--- config.mk ---
export PLATFORM = sky130hd
export DESIGN_NAME = trpd_fanout
export DESIGN_NICKNAME = d
export VERILOG_FILES = /design/src/shared/trpd_pkg.sv /design/src/rtl/trpd_sync.sv /design/src/rtl/trpd_fanout.sv
export SDC_FILE = /design/constraint.sdc
export NUM_CORES = 1
export LEC_CHECK = 0
export BUFFER_PORTS_ARGS = -buffer_cell sky130_fd_sc_hd__buf_2
export CAP_MARGIN = 40
export CORE_ASPECT_RATIO = 0.7
export CORE_MARGIN = 3
export CORE_UTILIZATION = 30
export CTS_CLUSTER_SIZE = 12
export DETAILED_ROUTE_END_ITERATION = 10
export GPL_TIMING_DRIVEN = 0
export SLEW_MARGIN = 5
export SYNTH_ARGS = -nofsm -noshare
export SYNTH_HDL_FRONTEND = slang
export SYNTH_SLANG_ARGS = --single-unit
export TNS_END_PERCENT = 30
--- constraint.sdc ---
create_clock -name clk_sys -period 2.3 [get_ports clk_sys]
set_input_delay 0.69 -clock clk_sys [delete_from_list [all_inputs] [get_ports clk_sys]]
set_output_delay 0.69 -clock clk_sys [all_outputs]
set_load 0.05 [all_outputs]
--- src/shared/trpd_pkg.sv ---
package trpd_pkg;

  // ************************************************************
  // Block geometry
  // ************************************************************
  localparam int unsigned NUM_CHANNELS = 4;
  localparam int unsigned NUM_PLLS     = 2;

  // ************************************************************
  // Input conditioning
  // ************************************************************
  localparam int unsigned SYNC_STAGES  = 3;
  localparam logic [2:0]  SYNC_RESET   = 3'h7;

  // ************************************************************
  // Per-channel hold vector field positions
  // ************************************************************
  localparam int unsigned HOLD_TX_PHASE_FIFO  = 0;
  localparam int unsigned HOLD_TX_BYTE_SER    = 1;
  localparam int unsigned HOLD_TX_ENCODER     = 2;
  localparam int unsigned HOLD_TX_SERIALIZER  = 3;
  localparam int unsigned HOLD_TX_XAUI_SM     = 4;
  localparam int unsigned HOLD_TX_BUFFER      = 5;
  localparam int unsigned HOLD_RX_BUFFER      = 6;
  localparam int unsigned HOLD_RX_CLK_RECOVERY = 7;
  localparam int unsigned HOLD_RX_DESER       = 8;
  localparam int unsigned HOLD_RX_ALIGNER     = 9;
  localparam int unsigned HOLD_RX_DESKEW      = 10;
  localparam int unsigned HOLD_RX_RATE_COMP   = 11;
  localparam int unsigned HOLD_RX_DECODER     = 12;
  localparam int unsigned HOLD_RX_BYTE_DESER  = 13;
  localparam int unsigned HOLD_RX_BYTE_ORDER  = 14;
  localparam int unsigned HOLD_RX_PHASE_FIFO  = 15;
  localparam int unsigned HOLD_RX_XAUI_SM     = 16;
  localparam int unsigned HOLD_RX_SELF_TEST   = 17;
  localparam int unsigned HOLD_WIDTH          = 18;

  // ************************************************************
  // Source masks
  // ************************************************************
  localparam logic [17:0] MASK_TX_DIGITAL = 18'h0001F;
  localparam logic [17:0] MASK_RX_ANALOG  = 18'h00080;
  localparam logic [17:0] MASK_RX_DIGITAL = 18'h3FE00;
  localparam logic [17:0] MASK_POWERDOWN  = 18'h3FFFF;
  localparam logic [17:0] HOLD_RESET      = 18'h3FFFF;

endpackage : trpd_pkg

--- src/rtl/trpd_sync.sv ---
`timescale 1ns/10ps
`default_nettype none
module trpd_sync
  import trpd_pkg::*;
#(
  parameter int unsigned WIDTH = 1
)
(
  input  wire logic             clk_sys,
  input  wire logic             rst_n,
  input  wire logic [WIDTH-1:0] async_in,
  output var  logic [WIDTH-1:0] level_out
);

  // ************************************************************
  // Three-stage capture, change taken when stages two and three agree
  // ************************************************************
  logic [WIDTH-1:0] s1_q;
  logic [WIDTH-1:0] s2_q;
  logic [WIDTH-1:0] s3_q;
  logic [WIDTH-1:0] lvl_q;
  logic [WIDTH-1:0] lvl_d;

  if (WIDTH < 1)
  begin : g_bad_width
    $error("trpd_sync WIDTH must be at least 1");
  end

  always_comb
  begin
    lvl_d = lvl_q;
    for (int i = 0; i < int'(WIDTH); i++)
    begin
      if (s2_q[i] == s3_q[i])
        lvl_d[i] = s3_q[i];
    end
  end

  always_ff @(posedge clk_sys or negedge rst_n)
  begin
    if (!rst_n)
    begin
      s1_q  <= {WIDTH{1'b1}};
      s2_q  <= {WIDTH{1'b1}};
      s3_q  <= {WIDTH{1'b1}};
      lvl_q <= {WIDTH{1'b1}};
    end
    else
    begin
      s1_q  <= async_in;
      s2_q  <= s1_q;
      s3_q  <= s2_q;
      lvl_q <= lvl_d;
    end
  end

  assign level_out = lvl_q;

endmodule : trpd_sync
`default_nettype wire

--- src/rtl/trpd_fanout.sv ---
`timescale 1ns/10ps
`default_nettype none
module trpd_fanout
  import trpd_pkg::*;
#(
  parameter int unsigned CHANNELS = NUM_CHANNELS,
  parameter int unsigned PLLS     = NUM_PLLS
)
(
  input  wire logic                           clk_sys,
  input  wire logic                           resetn,
  input  wire logic [CHANNELS-1:0]            rx_digital_reset,
  input  wire logic [CHANNELS-1:0]            rx_analog_reset,
  input  wire logic [CHANNELS-1:0]            tx_digital_reset,
  input  wire logic [PLLS-1:0]                pll_power_down,
  input  wire logic                           block_power_down,
  output var  logic [CHANNELS*HOLD_WIDTH-1:0] channel_hold,
  output var  logic [PLLS-1:0]                clock_multiplier_unit_hold,
  output var  logic [CHANNELS-1:0]            clock_data_recovery_hold,
  output var  logic [CHANNELS-1:0]            self_test_engine_hold,
  output var  logic                           block_ready
);

  // ************************************************************
  // Parameter check
  // ************************************************************
  if (CHANNELS < 1)
  begin : g_bad_channels
    $error("trpd_fanout needs at least one channel");
  end

  if (PLLS < 1)
  begin : g_bad_plls
    $error("trpd_fanout needs at least one PLL");
  end

  if ($bits(MASK_POWERDOWN) != HOLD_WIDTH)
  begin : g_bad_hold_map
    $error("trpd_fanout hold masks must match the hold vector width");
  end

  // ************************************************************
  // Reset release
  // ************************************************************
  logic rst_meta_d;
  logic rst_meta_q;
  logic rst_n_d;
  logic rst_n_q;

  always_comb
  begin
    rst_meta_d = 1'b1;
    rst_n_d    = rst_meta_q;
  end

  always_ff @(posedge clk_sys or negedge resetn)
  begin
    if (!resetn)
    begin
      rst_meta_q <= 1'b0;
      rst_n_q    <= 1'b0;
    end
    else
    begin
      rst_meta_q <= rst_meta_d;
      rst_n_q    <= rst_n_d;
    end
  end

  // ************************************************************
  // Input conditioning
  // ************************************************************
  localparam int unsigned IN_W = 3 * CHANNELS + PLLS + 1;

  logic [IN_W-1:0] raw_in;
  logic [IN_W-1:0] clean_in;
  logic [CHANNELS-1:0] rxd_s;
  logic [CHANNELS-1:0] rxa_s;
  logic [CHANNELS-1:0] txd_s;
  logic [PLLS-1:0]     pll_s;
  logic                pwr_s;

  assign raw_in = {block_power_down, pll_power_down, tx_digital_reset, rx_analog_reset, rx_digital_reset};

  trpd_sync #(
    .WIDTH (IN_W)
  ) u_sync (
    .clk_sys   (clk_sys),
    .rst_n     (rst_n_q),
    .async_in  (raw_in),
    .level_out (clean_in)
  );

  assign rxd_s = clean_in[CHANNELS-1:0];
  assign rxa_s = clean_in[2*CHANNELS-1:CHANNELS];
  assign txd_s = clean_in[3*CHANNELS-1:2*CHANNELS];
  assign pll_s = clean_in[3*CHANNELS+PLLS-1:3*CHANNELS];
  assign pwr_s = clean_in[IN_W-1];

  // ************************************************************
  // Channel hold fan-out
  // ************************************************************
  logic [CHANNELS*HOLD_WIDTH-1:0] hold_d;
  logic [CHANNELS*HOLD_WIDTH-1:0] hold_q;

  always_comb
  begin
    logic [HOLD_WIDTH-1:0] ch;
    ch     = '0;
    hold_d = '0;
    for (int c = 0; c < int'(CHANNELS); c++)
    begin
      ch = '0;
      if (txd_s[c])
        ch = ch | MASK_TX_DIGITAL;
      if (rxd_s[c])
        ch = ch | MASK_RX_DIGITAL;
      if (rxa_s[c])
        ch = ch | MASK_RX_ANALOG;
      if (pwr_s)
        ch = ch | MASK_POWERDOWN;
      hold_d[c*HOLD_WIDTH +: HOLD_WIDTH] = ch;
    end
  end

  always_ff @(posedge clk_sys or negedge rst_n_q)
  begin
    if (!rst_n_q)
      hold_q <= {CHANNELS{HOLD_RESET}};
    else
      hold_q <= hold_d;
  end

  // ************************************************************
  // Multiplier PLL holds
  // ************************************************************
  logic [PLLS-1:0] pll_d;
  logic [PLLS-1:0] pll_q;

  always_comb
  begin
    pll_d = pll_s | {PLLS{pwr_s}};
  end

  always_ff @(posedge clk_sys or negedge rst_n_q)
  begin
    if (!rst_n_q)
      pll_q <= {PLLS{1'b1}};
    else
      pll_q <= pll_d;
  end

  // ************************************************************
  // Clock recovery and self-test copies
  // ************************************************************
  logic [CHANNELS-1:0] recovery_d;
  logic [CHANNELS-1:0] recovery_q;
  logic [CHANNELS-1:0] self_test_d;
  logic [CHANNELS-1:0] self_test_q;

  always_comb
  begin
    recovery_d  = '0;
    self_test_d = '0;
    for (int c = 0; c < int'(CHANNELS); c++)
    begin
      recovery_d[c]  = hold_d[c*HOLD_WIDTH + HOLD_RX_CLK_RECOVERY];
      self_test_d[c] = hold_d[c*HOLD_WIDTH + HOLD_RX_SELF_TEST];
    end
  end

  always_ff @(posedge clk_sys or negedge rst_n_q)
  begin
    if (!rst_n_q)
    begin
      recovery_q  <= {CHANNELS{1'b1}};
      self_test_q <= {CHANNELS{1'b1}};
    end
    else
    begin
      recovery_q  <= recovery_d;
      self_test_q <= self_test_d;
    end
  end

  // ************************************************************
  // Block ready
  // ************************************************************
  logic ready_d;
  logic ready_q;

  always_comb
  begin
    ready_d = ~(|hold_d) & ~(|pll_d);
  end

  always_ff @(posedge clk_sys or negedge rst_n_q)
  begin
    if (!rst_n_q)
      ready_q <= 1'b0;
    else
      ready_q <= ready_d;
  end

  // ************************************************************
  // Outputs
  // ************************************************************
  assign channel_hold               = hold_q;
  assign clock_multiplier_unit_hold = pll_q;
  assign clock_data_recovery_hold   = recovery_q;
  assign self_test_engine_hold      = self_test_q;
  assign block_ready                = ready_q;

endmodule : trpd_fanout
`default_nettype wire

==> results.ini, run 1 <==
[global_route]
grt-ovfl-total = 0
grt_start_max_net_pins = 41
global_route_wire_length_before_repair_um = 7060
antenna_found_initial = 0
grt.total_usage = 0.0868
number_of_global_route_vias_before_repair = 1444

[critical_path]
timing.setup.critical_path_class = flip-flop to output port
crit_path_end_kind = output port
critical_path.max_fanout = 12
critPathArrivalTime_ns = 1.34
setup.worst_path.start_class = flip-flop
timing.critical_path.required_ns = 1.61

[die]
core_area_um2 = 8790
io-pin-count = 100
core.rowCount = 28
full_die_area_um2 = 10600
start_util = 0.321
fp.dieH_um = 87.2
chipWidth_um = 122

[timing]
final.setup_skew_ns = 0.00619
min_clock_period_post_route_ns = 2.03
period_share = 0.884
fmaxAchievable_mhz = 492
slew_viol_final = 0
report.final.setup_viol = 0
postLayoutSetupSlackWorst_ns = 0.267
grt_setup_unrepaired = no
finalHoldViolCount = 0

[cells_and_area]
final_cell_count_no_fill = 417
drive_above_1_share = 0.916
layout-area-overhead-vs-synth_pct = 35.1
antenna_cells = 0
num-nets-final = 309

[power]
power_uw = 4050
cellLeakagePower_uw = 0.00171
vdd.ir_drop.worst_mv = 0.383
power.density_cell_area_nw_per_um2 = 1060

[outcome]
run_status = complete, no violations

[synthesis]
net_count_after_synthesis = 198
yosysTopAreaCellShare = 0.697
yosysUniqueCellTypes = 10
seq_area_frac_synth = 0.724
synth_top_cell_by_area = sky130_fd_sc_hd__dfstp_2
number_of_instances_in_the_synthesized_netlist = 181
synth.yosys.warnings = 0
top_area_cells_in_the_synthesized_netlist = sky130_fd_sc_hd__dfstp_2 (70%), sky130_fd_sc_hd__buf_4 (18%), sky130_fd_sc_hd__maj3_1 (5.3%)
ys_seq_elements = 78
post_synth.cell_area_avg_um2 = 15.6
mappedNetlistArea_um2 = 2830

[route]
detail_route.first_pass.iterations = 3
wl_per_cell_um = 10.7
dr.first_iter.drc_count = 13
wl_um = 4460
ant_nets = 0
via_count = 1478
via_per_inst = 3.54
drc = 0

[clock_network]
clock_latency_ns = 0.32
cts_resized = 0
cts.reportedPaths.clkPinSlew_ns = 0.06
cts_made_buffers = 9
clock_tree.htree_level_count = 3
clock-sinks = 78
clockBufferDepth = 2
cts_setup_buffers = 0
cts_tree = yes
post_cts_hold_buffer_count = 0
root_cell_of_the_clock_tree = sky130_fd_sc_hd__clkbuf_16

[placed_design]
dpl.hpwl_um = 3280
dpl.cell_count = 401
port_buffers = 99
preCtsSetupSlack_ns = 0.593
place_congestion = 0.628

[job]
number_of_max_cap_violations = 0

[hold_path]
holdCritPathClass = input pin to async pin

==> kinds of logic after synthesis <==
logic type,Yosys count,share of synthesized area
adder cells (fa/ha/maj),15,0.0531
AND/OR/NAND/NOR,19,0.0425
other,1,0.00133
flip-flops,78,0.724
buffers and inverters,68,0.179
==> state kept, by name (all words and copies together), names as in the netlist <==
signal / count
block_ready: 1
channel_hold: 7
clock_data_recovery_hold: 3
clock_multiplier_unit_hold: 2
rst_meta_q: 1
rst_n_q: 1
self_test_engine_hold: 3
u_sync.level_out: 15
u_sync.s1_q: 15
u_sync.s2_q: 15
u_sync.s3_q: 15
==> cell usage in the layout (no fill, tap or decap) <==
cell type and n:
sky130_fd_sc_hd__and4_1 1, sky130_fd_sc_hd__clkinvlp_4 1, sky130_fd_sc_hd__dfrtp_4 1, sky130_fd_sc_hd__clkinv_2 1, sky130_fd_sc_hd__buf_2 99, sky130_fd_sc_hd__clkbuf_8 1
sky130_fd_sc_hd__nor4_1 3, sky130_fd_sc_hd__inv_6 1, sky130_fd_sc_hd__buf_12 1, sky130_fd_sc_hd__maj3_1 15, sky130_fd_sc_hd__bufinv_16 2, sky130_fd_sc_hd__clkbuf_1 2
sky130_fd_sc_hd__buf_4 67, sky130_fd_sc_hd__conb_1 1, sky130_fd_sc_hd__or2_2 14, sky130_fd_sc_hd__nor3_1 1, sky130_fd_sc_hd__dfrtp_1 2, sky130_fd_sc_hd__dfstp_2 75
sky130_fd_sc_hd__clkbuf_16 9
==> path summary, 6_finish.rpt <==
check / end / slack (ns) / cells after the start / start
min in group clk_sys: rst_n_q / 0.35 / 0 / rst_meta_q
max: channel_hold[41] / 0.27 / 2 / channel_hold[62]
min: rst_n_q / 0.14 / 1 / resetn
min reg2reg: rst_n_q / 0.35 / 0 / rst_meta_q
max reg2reg: clock_data_recovery_hold[2] / 1.02 / 2 / u_sync.level_out[14]
max in group asynchronous: u_sync.s1_q[0] / 1.40 / 1 / rst_n_q
==> synthesized netlist by cell type <==
cell and n:
sky130_fd_sc_hd__conb_1 1, sky130_fd_sc_hd__dfrtp_1 3, sky130_fd_sc_hd__dfstp_2 75, sky130_fd_sc_hd__nor3_1 1, sky130_fd_sc_hd__nor4_1 3, sky130_fd_sc_hd__clkbuf_1 1
sky130_fd_sc_hd__or2_2 14, sky130_fd_sc_hd__buf_4 67, sky130_fd_sc_hd__maj3_1 15, sky130_fd_sc_hd__and4_1 1
==> metrics by stage <==
step / hold slack (ns) / TNS [ns] / util / cell area (um^2)
after CTS: 0.129 / 0 / 0.434 / 3820
final: 0.140 / 0 / 0.434 / 3820
after floorplan: 0.331 / 0 / - / 2830
after global placement: 0.337 / -0.699 / 0.395 / 3470
after global routing: 0.123 / 0 / 0.434 / 3820
after detailed placement: 0.341 / 0 / 0.398 / 3500
==> worst max-delay path: stages, from the launching register on <==
cell	delay (ns)
sky130_fd_sc_hd__dfstp_2	0.64
sky130_fd_sc_hd__buf_4	0.14
sky130_fd_sc_hd__buf_2	0.25
==> report_power, final <==
part	switching, uW	internal, uW	leakage [uW]
logic	650	284	0.000725
clock network	503	981	0.000156
registers	88.1	1540	0.000825
total	1240	2810	0.00171
==> area by class of cell <==
class / instances / area, um^2
fillers: 809 / 4970
flip-flops and latches: 78 / 2050
repair buffers: 100 / 515
plain buffers: 68 / 507
multi-input cells: 35 / 274
clock buffers: 11 / 243
well taps: 120 / 150
clock inverters: 5 / 81.3
==> routing by layer <==
metal	routed length, um	GRT usage
met4	43	0.0275
met1	1880	0.104
met2	2070	0.137
met5	0	0
met3	470	0.0442
Power figures use the tool's default switching activity.
==> run 2: changes to the inputs <==
--- a/config.mk
+++ b/config.mk
@@ -16,5 +16,6 @@
 export SLEW_MARGIN = 5
 export SYNTH_ARGS = -nofsm -noshare
 export SYNTH_HDL_FRONTEND = slang
+export SYNTH_HIERARCHICAL = 1
 export SYNTH_SLANG_ARGS = --single-unit
 export TNS_END_PERCENT = 30
==> run 2 against run 1 <==
Via count rose by 1.4%; routed wire length fell by 1.4%; sequential power barely moved; sequential share of layout area rose by 0.21 points; utilization fell by 1.8 points; synthesized cell count did not move; largest power group unchanged; critical path depth did not move; global-route usage fell by 0.29 points; largest cell class unchanged.
==> results.ini, run 2 <==
[die]
core_area_um2 = 9140
chipWidth_um = 122
start_util = 0.311
fp.dieH_um = 87.5
core.rowCount = 29
full_die_area_um2 = 10700
io-pin-count = 100

[route]
via_count = 1499
ant_nets = 0
detail_route.first_pass.iterations = 4
wl_um = 4400
drc = 0
dr.first_iter.drc_count = 31
wl_per_cell_um = 10.5
via_per_inst = 3.57

[synthesis]
number_of_enable_flip_flop_cells_after_synthesis = 0
synth_top_cell_by_area = sky130_fd_sc_hd__dfstp_2
yosysUniqueCellTypes = 10
number_of_instances_in_the_synthesized_netlist = 181
synth.most_common_cell = sky130_fd_sc_hd__dfstp_2
top_area_cells_in_the_synthesized_netlist = sky130_fd_sc_hd__dfstp_2 (69%), sky130_fd_sc_hd__buf_4 (18%), sky130_fd_sc_hd__maj3_2 (5.9%)
ys_seq_elements = 78
synth_common_cells = sky130_fd_sc_hd__dfstp_2 (75), sky130_fd_sc_hd__buf_4 (67), sky130_fd_sc_hd__maj3_2 (15), sky130_fd_sc_hd__or2_2 (14)
post_synth.cell_area_avg_um2 = 15.7
synth_top_flop_cell = sky130_fd_sc_hd__dfstp_2
mappedNetlistArea_um2 = 2850
yosysTopAreaCellShare = 0.693
net_count_after_synthesis = 198
seq_area_frac_synth = 0.719
synth.yosys.warnings = 6
synth_async_sr_flop_share = 1.00

[cells_and_area]
layout-area-overhead-vs-synth_pct = 33.7
drive_above_1_share = 0.966
mostFrequentLayoutCell = sky130_fd_sc_hd__buf_2
antenna_cells = 0
most_used_cells_in_the_layout_excluding_fill_and_tap_cells = sky130_fd_sc_hd__buf_2 (99), sky130_fd_sc_hd__dfstp_2 (75), sky130_fd_sc_hd__buf_4 (67)
final_cell_count_no_fill = 420
layout.filler_cells = 853
num-nets-final = 309

[placed_design]
dpl.cell_count = 405
place_congestion = 0.686
dpl.hpwl_um = 3250
port_buffers = 99

[global_route]
antenna_found_initial = 0
grt.total_usage = 0.0839
grt_start_max_net_pins = 65
grt-ovfl-total = 0
number_of_global_route_vias_before_repair = 1384
global_route_wire_length_before_repair_um = 6850

[timing]
report.final.setup_viol = 0
final.setup_skew_ns = 0.00745
grt_setup_unrepaired = no
finalHoldViolCount = 0
slew_viol_final = 0
setup_tns_ns = 0
period_share = 0.879
fmaxAchievable_mhz = 494
min_clock_period_post_route_ns = 2.02

[hold_path]
holdCritPathClass = input pin to async pin

[critical_path]
timing.critical_path.required_ns = 1.61
setup.worst_path.start_class = flip-flop
worst-path-buf-inv = 2
max_incr_delay_on_cp_ns = 0.63
timing.rr.start = u_sync/level_out[14]
critical_path.max_fanout = 12
critPathArrivalTime_ns = 1.33
critical-path-slowest-cell = sky130_fd_sc_hd__dfstp_2
worst-r2r-cell-count = 2
crit_path_end_kind = output port
timing.critical_path.cells = buf_4 -> buf_2
reg2reg_slack_ns = 1.17
timing.setup.critical_path_class = flip-flop to output port
cpLargestDelayFamily = flip-flops
worst_r2r_endpoint = channel_hold[4]

[clock_network]
cts_made_buffers = 9
cts_setup_buffers = 0
clockBufferDepth = 2
root_cell_of_the_clock_tree = sky130_fd_sc_hd__clkbuf_16
cts_tree = yes
cts.reportedPaths.clkPinSlew_ns = 0.06
clock-sinks = 78
clock_tree.htree_level_count = 3
cts_resized = 0
clock_latency_ns = 0.32
post_cts_hold_buffer_count = 0

[power]
vdd.ir_drop.worst_mv = 0.510
cellLeakagePower_uw = 0.00170
power.density_cell_area_nw_per_um2 = 1010

[outcome]
run_status = complete, no violations

[job]
number_of_max_cap_violations = 0

run 2: cells by family (layout without fill, tap and decap cells):
| logic type | after synthesis | after routing | share of synthesized area |
|---|---|---|---|
| simple gates | 19 | 19 | 0.0422 |
| flops | 78 | 78 | 0.719 |
| other cells | 1 | 1 | 0.00132 |
| buf+inv | 68 | 183 | 0.178 |
| fa+ha+maj | 15 | 15 | 0.0594 |
run 2: stage by stage:
step	hold slack [ns]	instance area (um^2)	utilization	power (uW)	worst slack, ns
2_1_floorplan	0.331	2850	-	2420	0.0979
3_3_place_gp	0.338	3500	0.382	2590	-0.669
3_5_place_dp	0.343	3530	0.386	2610	0.604
6_report	0.139	3800	0.416	3840	0.277
4_1_cts	0.130	3800	0.416	3900	0.254
5_1_grt	0.122	3800	0.416	4020	0.215
run 2: power breakdown:
part           internal (uW)  total [uW]  switching, uW
combinational            292         947            654
sequential              1540        1630           85.4
clock                    782        1270            486
total                   2620        3840           1230
run 2: worst max path at each step:
stage	startpoint	end	slack, ns	depth (start not counted)
2_1_floorplan	rst_n_q	block_ready	0.1	0
4_1_cts	self_test_engine_hold[2]	channel_hold[51]	0.25	2
3_5_place_dp	self_test_engine_hold[2]	channel_hold[51]	0.60	2
5_1_grt	channel_hold[62]	channel_hold[6]	0.21	2
3_3_place_gp	rst_n_q	block_ready	-0.67	0
6_report	channel_hold[62]	channel_hold[24]	0.28	2
run 2: per-layer routing:
metal / vias up / track usage / wire, um
li1: 731 / - / -
met1: 695 / 0.106 / 1860
met2: 68 / 0.128 / 2050
met3: 5 / 0.0396 / 418
met4: 0 / 0.0274 / 66
met5: - / 0 / 0
run 2: final cells by class:
class,count,area (um^2),share of cell area
Buffer,68,507,0.133
Clock buffer,12,256,0.0674
Clock inverter,3,21.3,0.00559
Tap cell,124,155,0.0408
Multi-Input combinational cell,35,293,0.0769
Timing Repair Buffer,100,523,0.137
Sequential cell,78,2050,0.539
run 2: worst reg2reg max path: stages, from the launching register on:
cell,delay [ns]
sky130_fd_sc_hd__dfstp_2,0.60
sky130_fd_sc_hd__clkbuf_1,0.30
sky130_fd_sc_hd__or2_2,0.18
==> run 3: changes to the inputs <==
--- a/config.mk
+++ b/config.mk
@@ -10,6 +10,7 @@
 export CORE_ASPECT_RATIO = 0.7
 export CORE_MARGIN = 3
 export CORE_UTILIZATION = 30
+export CTS_BUF_LIST = sky130_fd_sc_hd__clkbuf_2
 export CTS_CLUSTER_SIZE = 12
 export DETAILED_ROUTE_END_ITERATION = 10
 export GPL_TIMING_DRIVEN = 0
==> run 3 against run 2 <==
Total power is 16% lower; sequential power hardly changed; maximum frequency is 6.9% lower; routed wire length rose by 6.1%; clock skew up 0.018 ns; critical path depth grew 1.
==> results.ini, run 3 (synthesis gave the netlist of run 2 again) <==
[critical_path]
cpLargestDelayFamily = flip-flops
worst-path-buf-inv = 3
timing.setup.critical_path_class = flip-flop to output port
timing.critical_path.required_ns = 1.61
timing.rr.start = u_sync/level_out[14]
critPathArrivalTime_ns = 1.48
path_depth = 3
critical-path-slowest-cell = sky130_fd_sc_hd__dfstp_2
worst-r2r-cell-count = 2
setup.worst_path.start_class = flip-flop
crit_path_end_kind = output port
timing.critical_path.cells = buf_2 -> buf_4 -> buf_6
setup.worst_path.start = channel_hold[62]
critical_path.max_fanout = 6
max_incr_delay_on_cp_ns = 0.58

[die]
fp.dieH_um = 87.5
full_die_area_um2 = 10700
chipWidth_um = 122
core_area_um2 = 9140
io-pin-count = 100
core.rowCount = 29
start_util = 0.311

[clock_network]
clockBufferDepth = 2
cts.reportedPaths.clkPinSlew_ns = 0.20
cts_tree = yes
clock_latency_ns = 0.48
clock-sinks = 78
cts_made_buffers = 9
root_cell_of_the_clock_tree = sky130_fd_sc_hd__clkbuf_2
clock_tree.htree_level_count = 3

[route]
ant_nets = 0
detail_route.first_pass.iterations = 3
wl_um = 4670
wl_per_cell_um = 11.0
dr.first_iter.drc_count = 19
via_count = 1530
drc = 0
via_per_inst = 3.60

[cells_and_area]
mostFrequentLayoutCell = sky130_fd_sc_hd__buf_4
drive_above_1_share = 0.960
multi_input_comb_area_um2 = 293
layout.area.seq_um2 = 2050
num-nets-final = 314
postLayoutCoreUtil = 0.415
layout.filler_cells = 857
final_cell_count_no_fill = 425
antenna_cells = 0
most_used_cells_in_the_layout_excluding_fill_and_tap_cells = sky130_fd_sc_hd__buf_4 (106), sky130_fd_sc_hd__dfstp_2 (75), sky130_fd_sc_hd__buf_2 (53)
layout-area-overhead-vs-synth_pct = 33.4

[hold_path]
holdCritPathClass = input pin to flip-flop
timing.hold.worst_path_depth = 1
hold_startpoint = pll_power_down[1]

[global_route]
number_of_global_route_vias_before_repair = 1385
grt_start_max_net_pins = 65
grt.total_usage = 0.0850
antenna_found_initial = 0
global_route_wire_length_before_repair_um = 6860
grt-ovfl-total = 0

[placed_design]
dpl.hpwl_um = 3250
port_buffers = 99
dpl.cell_count = 405
place_congestion = 0.686

[timing]
min_clock_period_post_route_ns = 2.17
final.setup_skew_ns = 0.0251
slew_viol_final = 0
fin_hold_ws_ns = 0.270
finalHoldViolCount = 0
period_share = 0.944
setup_tns_ns = 0
fmaxAchievable_mhz = 460
report.final.setup_viol = 0

[power]
p_sw_uw = 1170
switching_share = 0.365
power.internal_uw = 2040
cellLeakagePower_uw = 0.00171
vdd.ir_drop.worst_mv = 0.293
sequentialPowerShare = 0.505
fraction_of_power_consumed_by_combinational_cells = 0.324
power.density_cell_area_nw_per_um2 = 846
power_frac_clock = 0.172

[job]
number_of_max_cap_violations = 0

[outcome]
run_status = complete, no violations

==> run 3: cell count changes in the layout (fill, tap and decap cells not counted) <==
| cell | change |
|---|---|
| sky130_fd_sc_hd__buf_4 | +39 |
| sky130_fd_sc_hd__clkbuf_16 | -9 |
| sky130_fd_sc_hd__clkbuf_4 | +2 |
| sky130_fd_sc_hd__buf_6 | +9 |
| sky130_fd_sc_hd__clkbuf_2 | +10 |
| sky130_fd_sc_hd__clkbuf_8 | -2 |
| sky130_fd_sc_hd__clkbuf_1 | -1 |
| sky130_fd_sc_hd__clkinv_1 | +2 |
| sky130_fd_sc_hd__buf_2 | -46 |
| sky130_fd_sc_hd__dlygate4sd3_1 | +1 |
==> run 3: final cells by class <==
type                            count  area share
Sequential cell                    78       0.540
Multi-Input combinational cell     35      0.0772
Buffer                             68       0.134
Timing Repair Buffer              105       0.188
Tap cell                          124      0.0409
Clock inverter                      5     0.00758
Clock buffer                       10      0.0132
==> run 3: what timing repair did <==
action | 4_1_cts | 5_1_grt
hold buffers | 1 | 0
endpoints found under the setup margin | 0 | 47
endpoints found under the hold margin | 2 | 0
resized for setup | 0 | 78
buffers inserted | 0 | 4
==> run 3: routing by layer <==
layer / global-route usage / share of wire / vias up
met4: 0.0366 / 0.014 / 0
met2: 0.129 / 0.49 / 66
met1: 0.105 / 0.41 / 717
met3: 0.0396 / 0.087 / 6
li1: - / - / 741
met5: 0 / 0 / -
==> run 3: final timing paths <==
check | endpoint | slack (ns)
max in group asynchronous | u_sync/s2_q[3] | 1.49
max reg2reg | channel_hold[4] | 1.15
min reg2reg | u_sync/s3_q[10] | 0.36
max | channel_hold[41] | 0.13
min in group asynchronous | u_sync/s1_q[14] | 0.40
min | u_sync/s1_q[13] | 0.27
==> run 3: power groups by stage <==
stage / clock network, uW / logic [uW] / registers (uW)
global route: 665 / 1080 / 1640
global placement: 0 / 921 / 1670
finish: 551 / 1040 / 1620
detailed placement: 0 / 955 / 1660
floorplan: 0 / 673 / 1740
CTS: 595 / 957 / 1640
==> run 3: through the flow <==
stage                     worst slack, ns  total power (uW)  cell area (um^2)
final                               0.128              3210              3790
after global routing             -0.00917              3390              3790
after CTS                         0.00612              3190              3620
after detailed placement            0.604              2610              3530
after global placement             -0.669              2590              3500
after floorplan                    0.0979              2420              2850
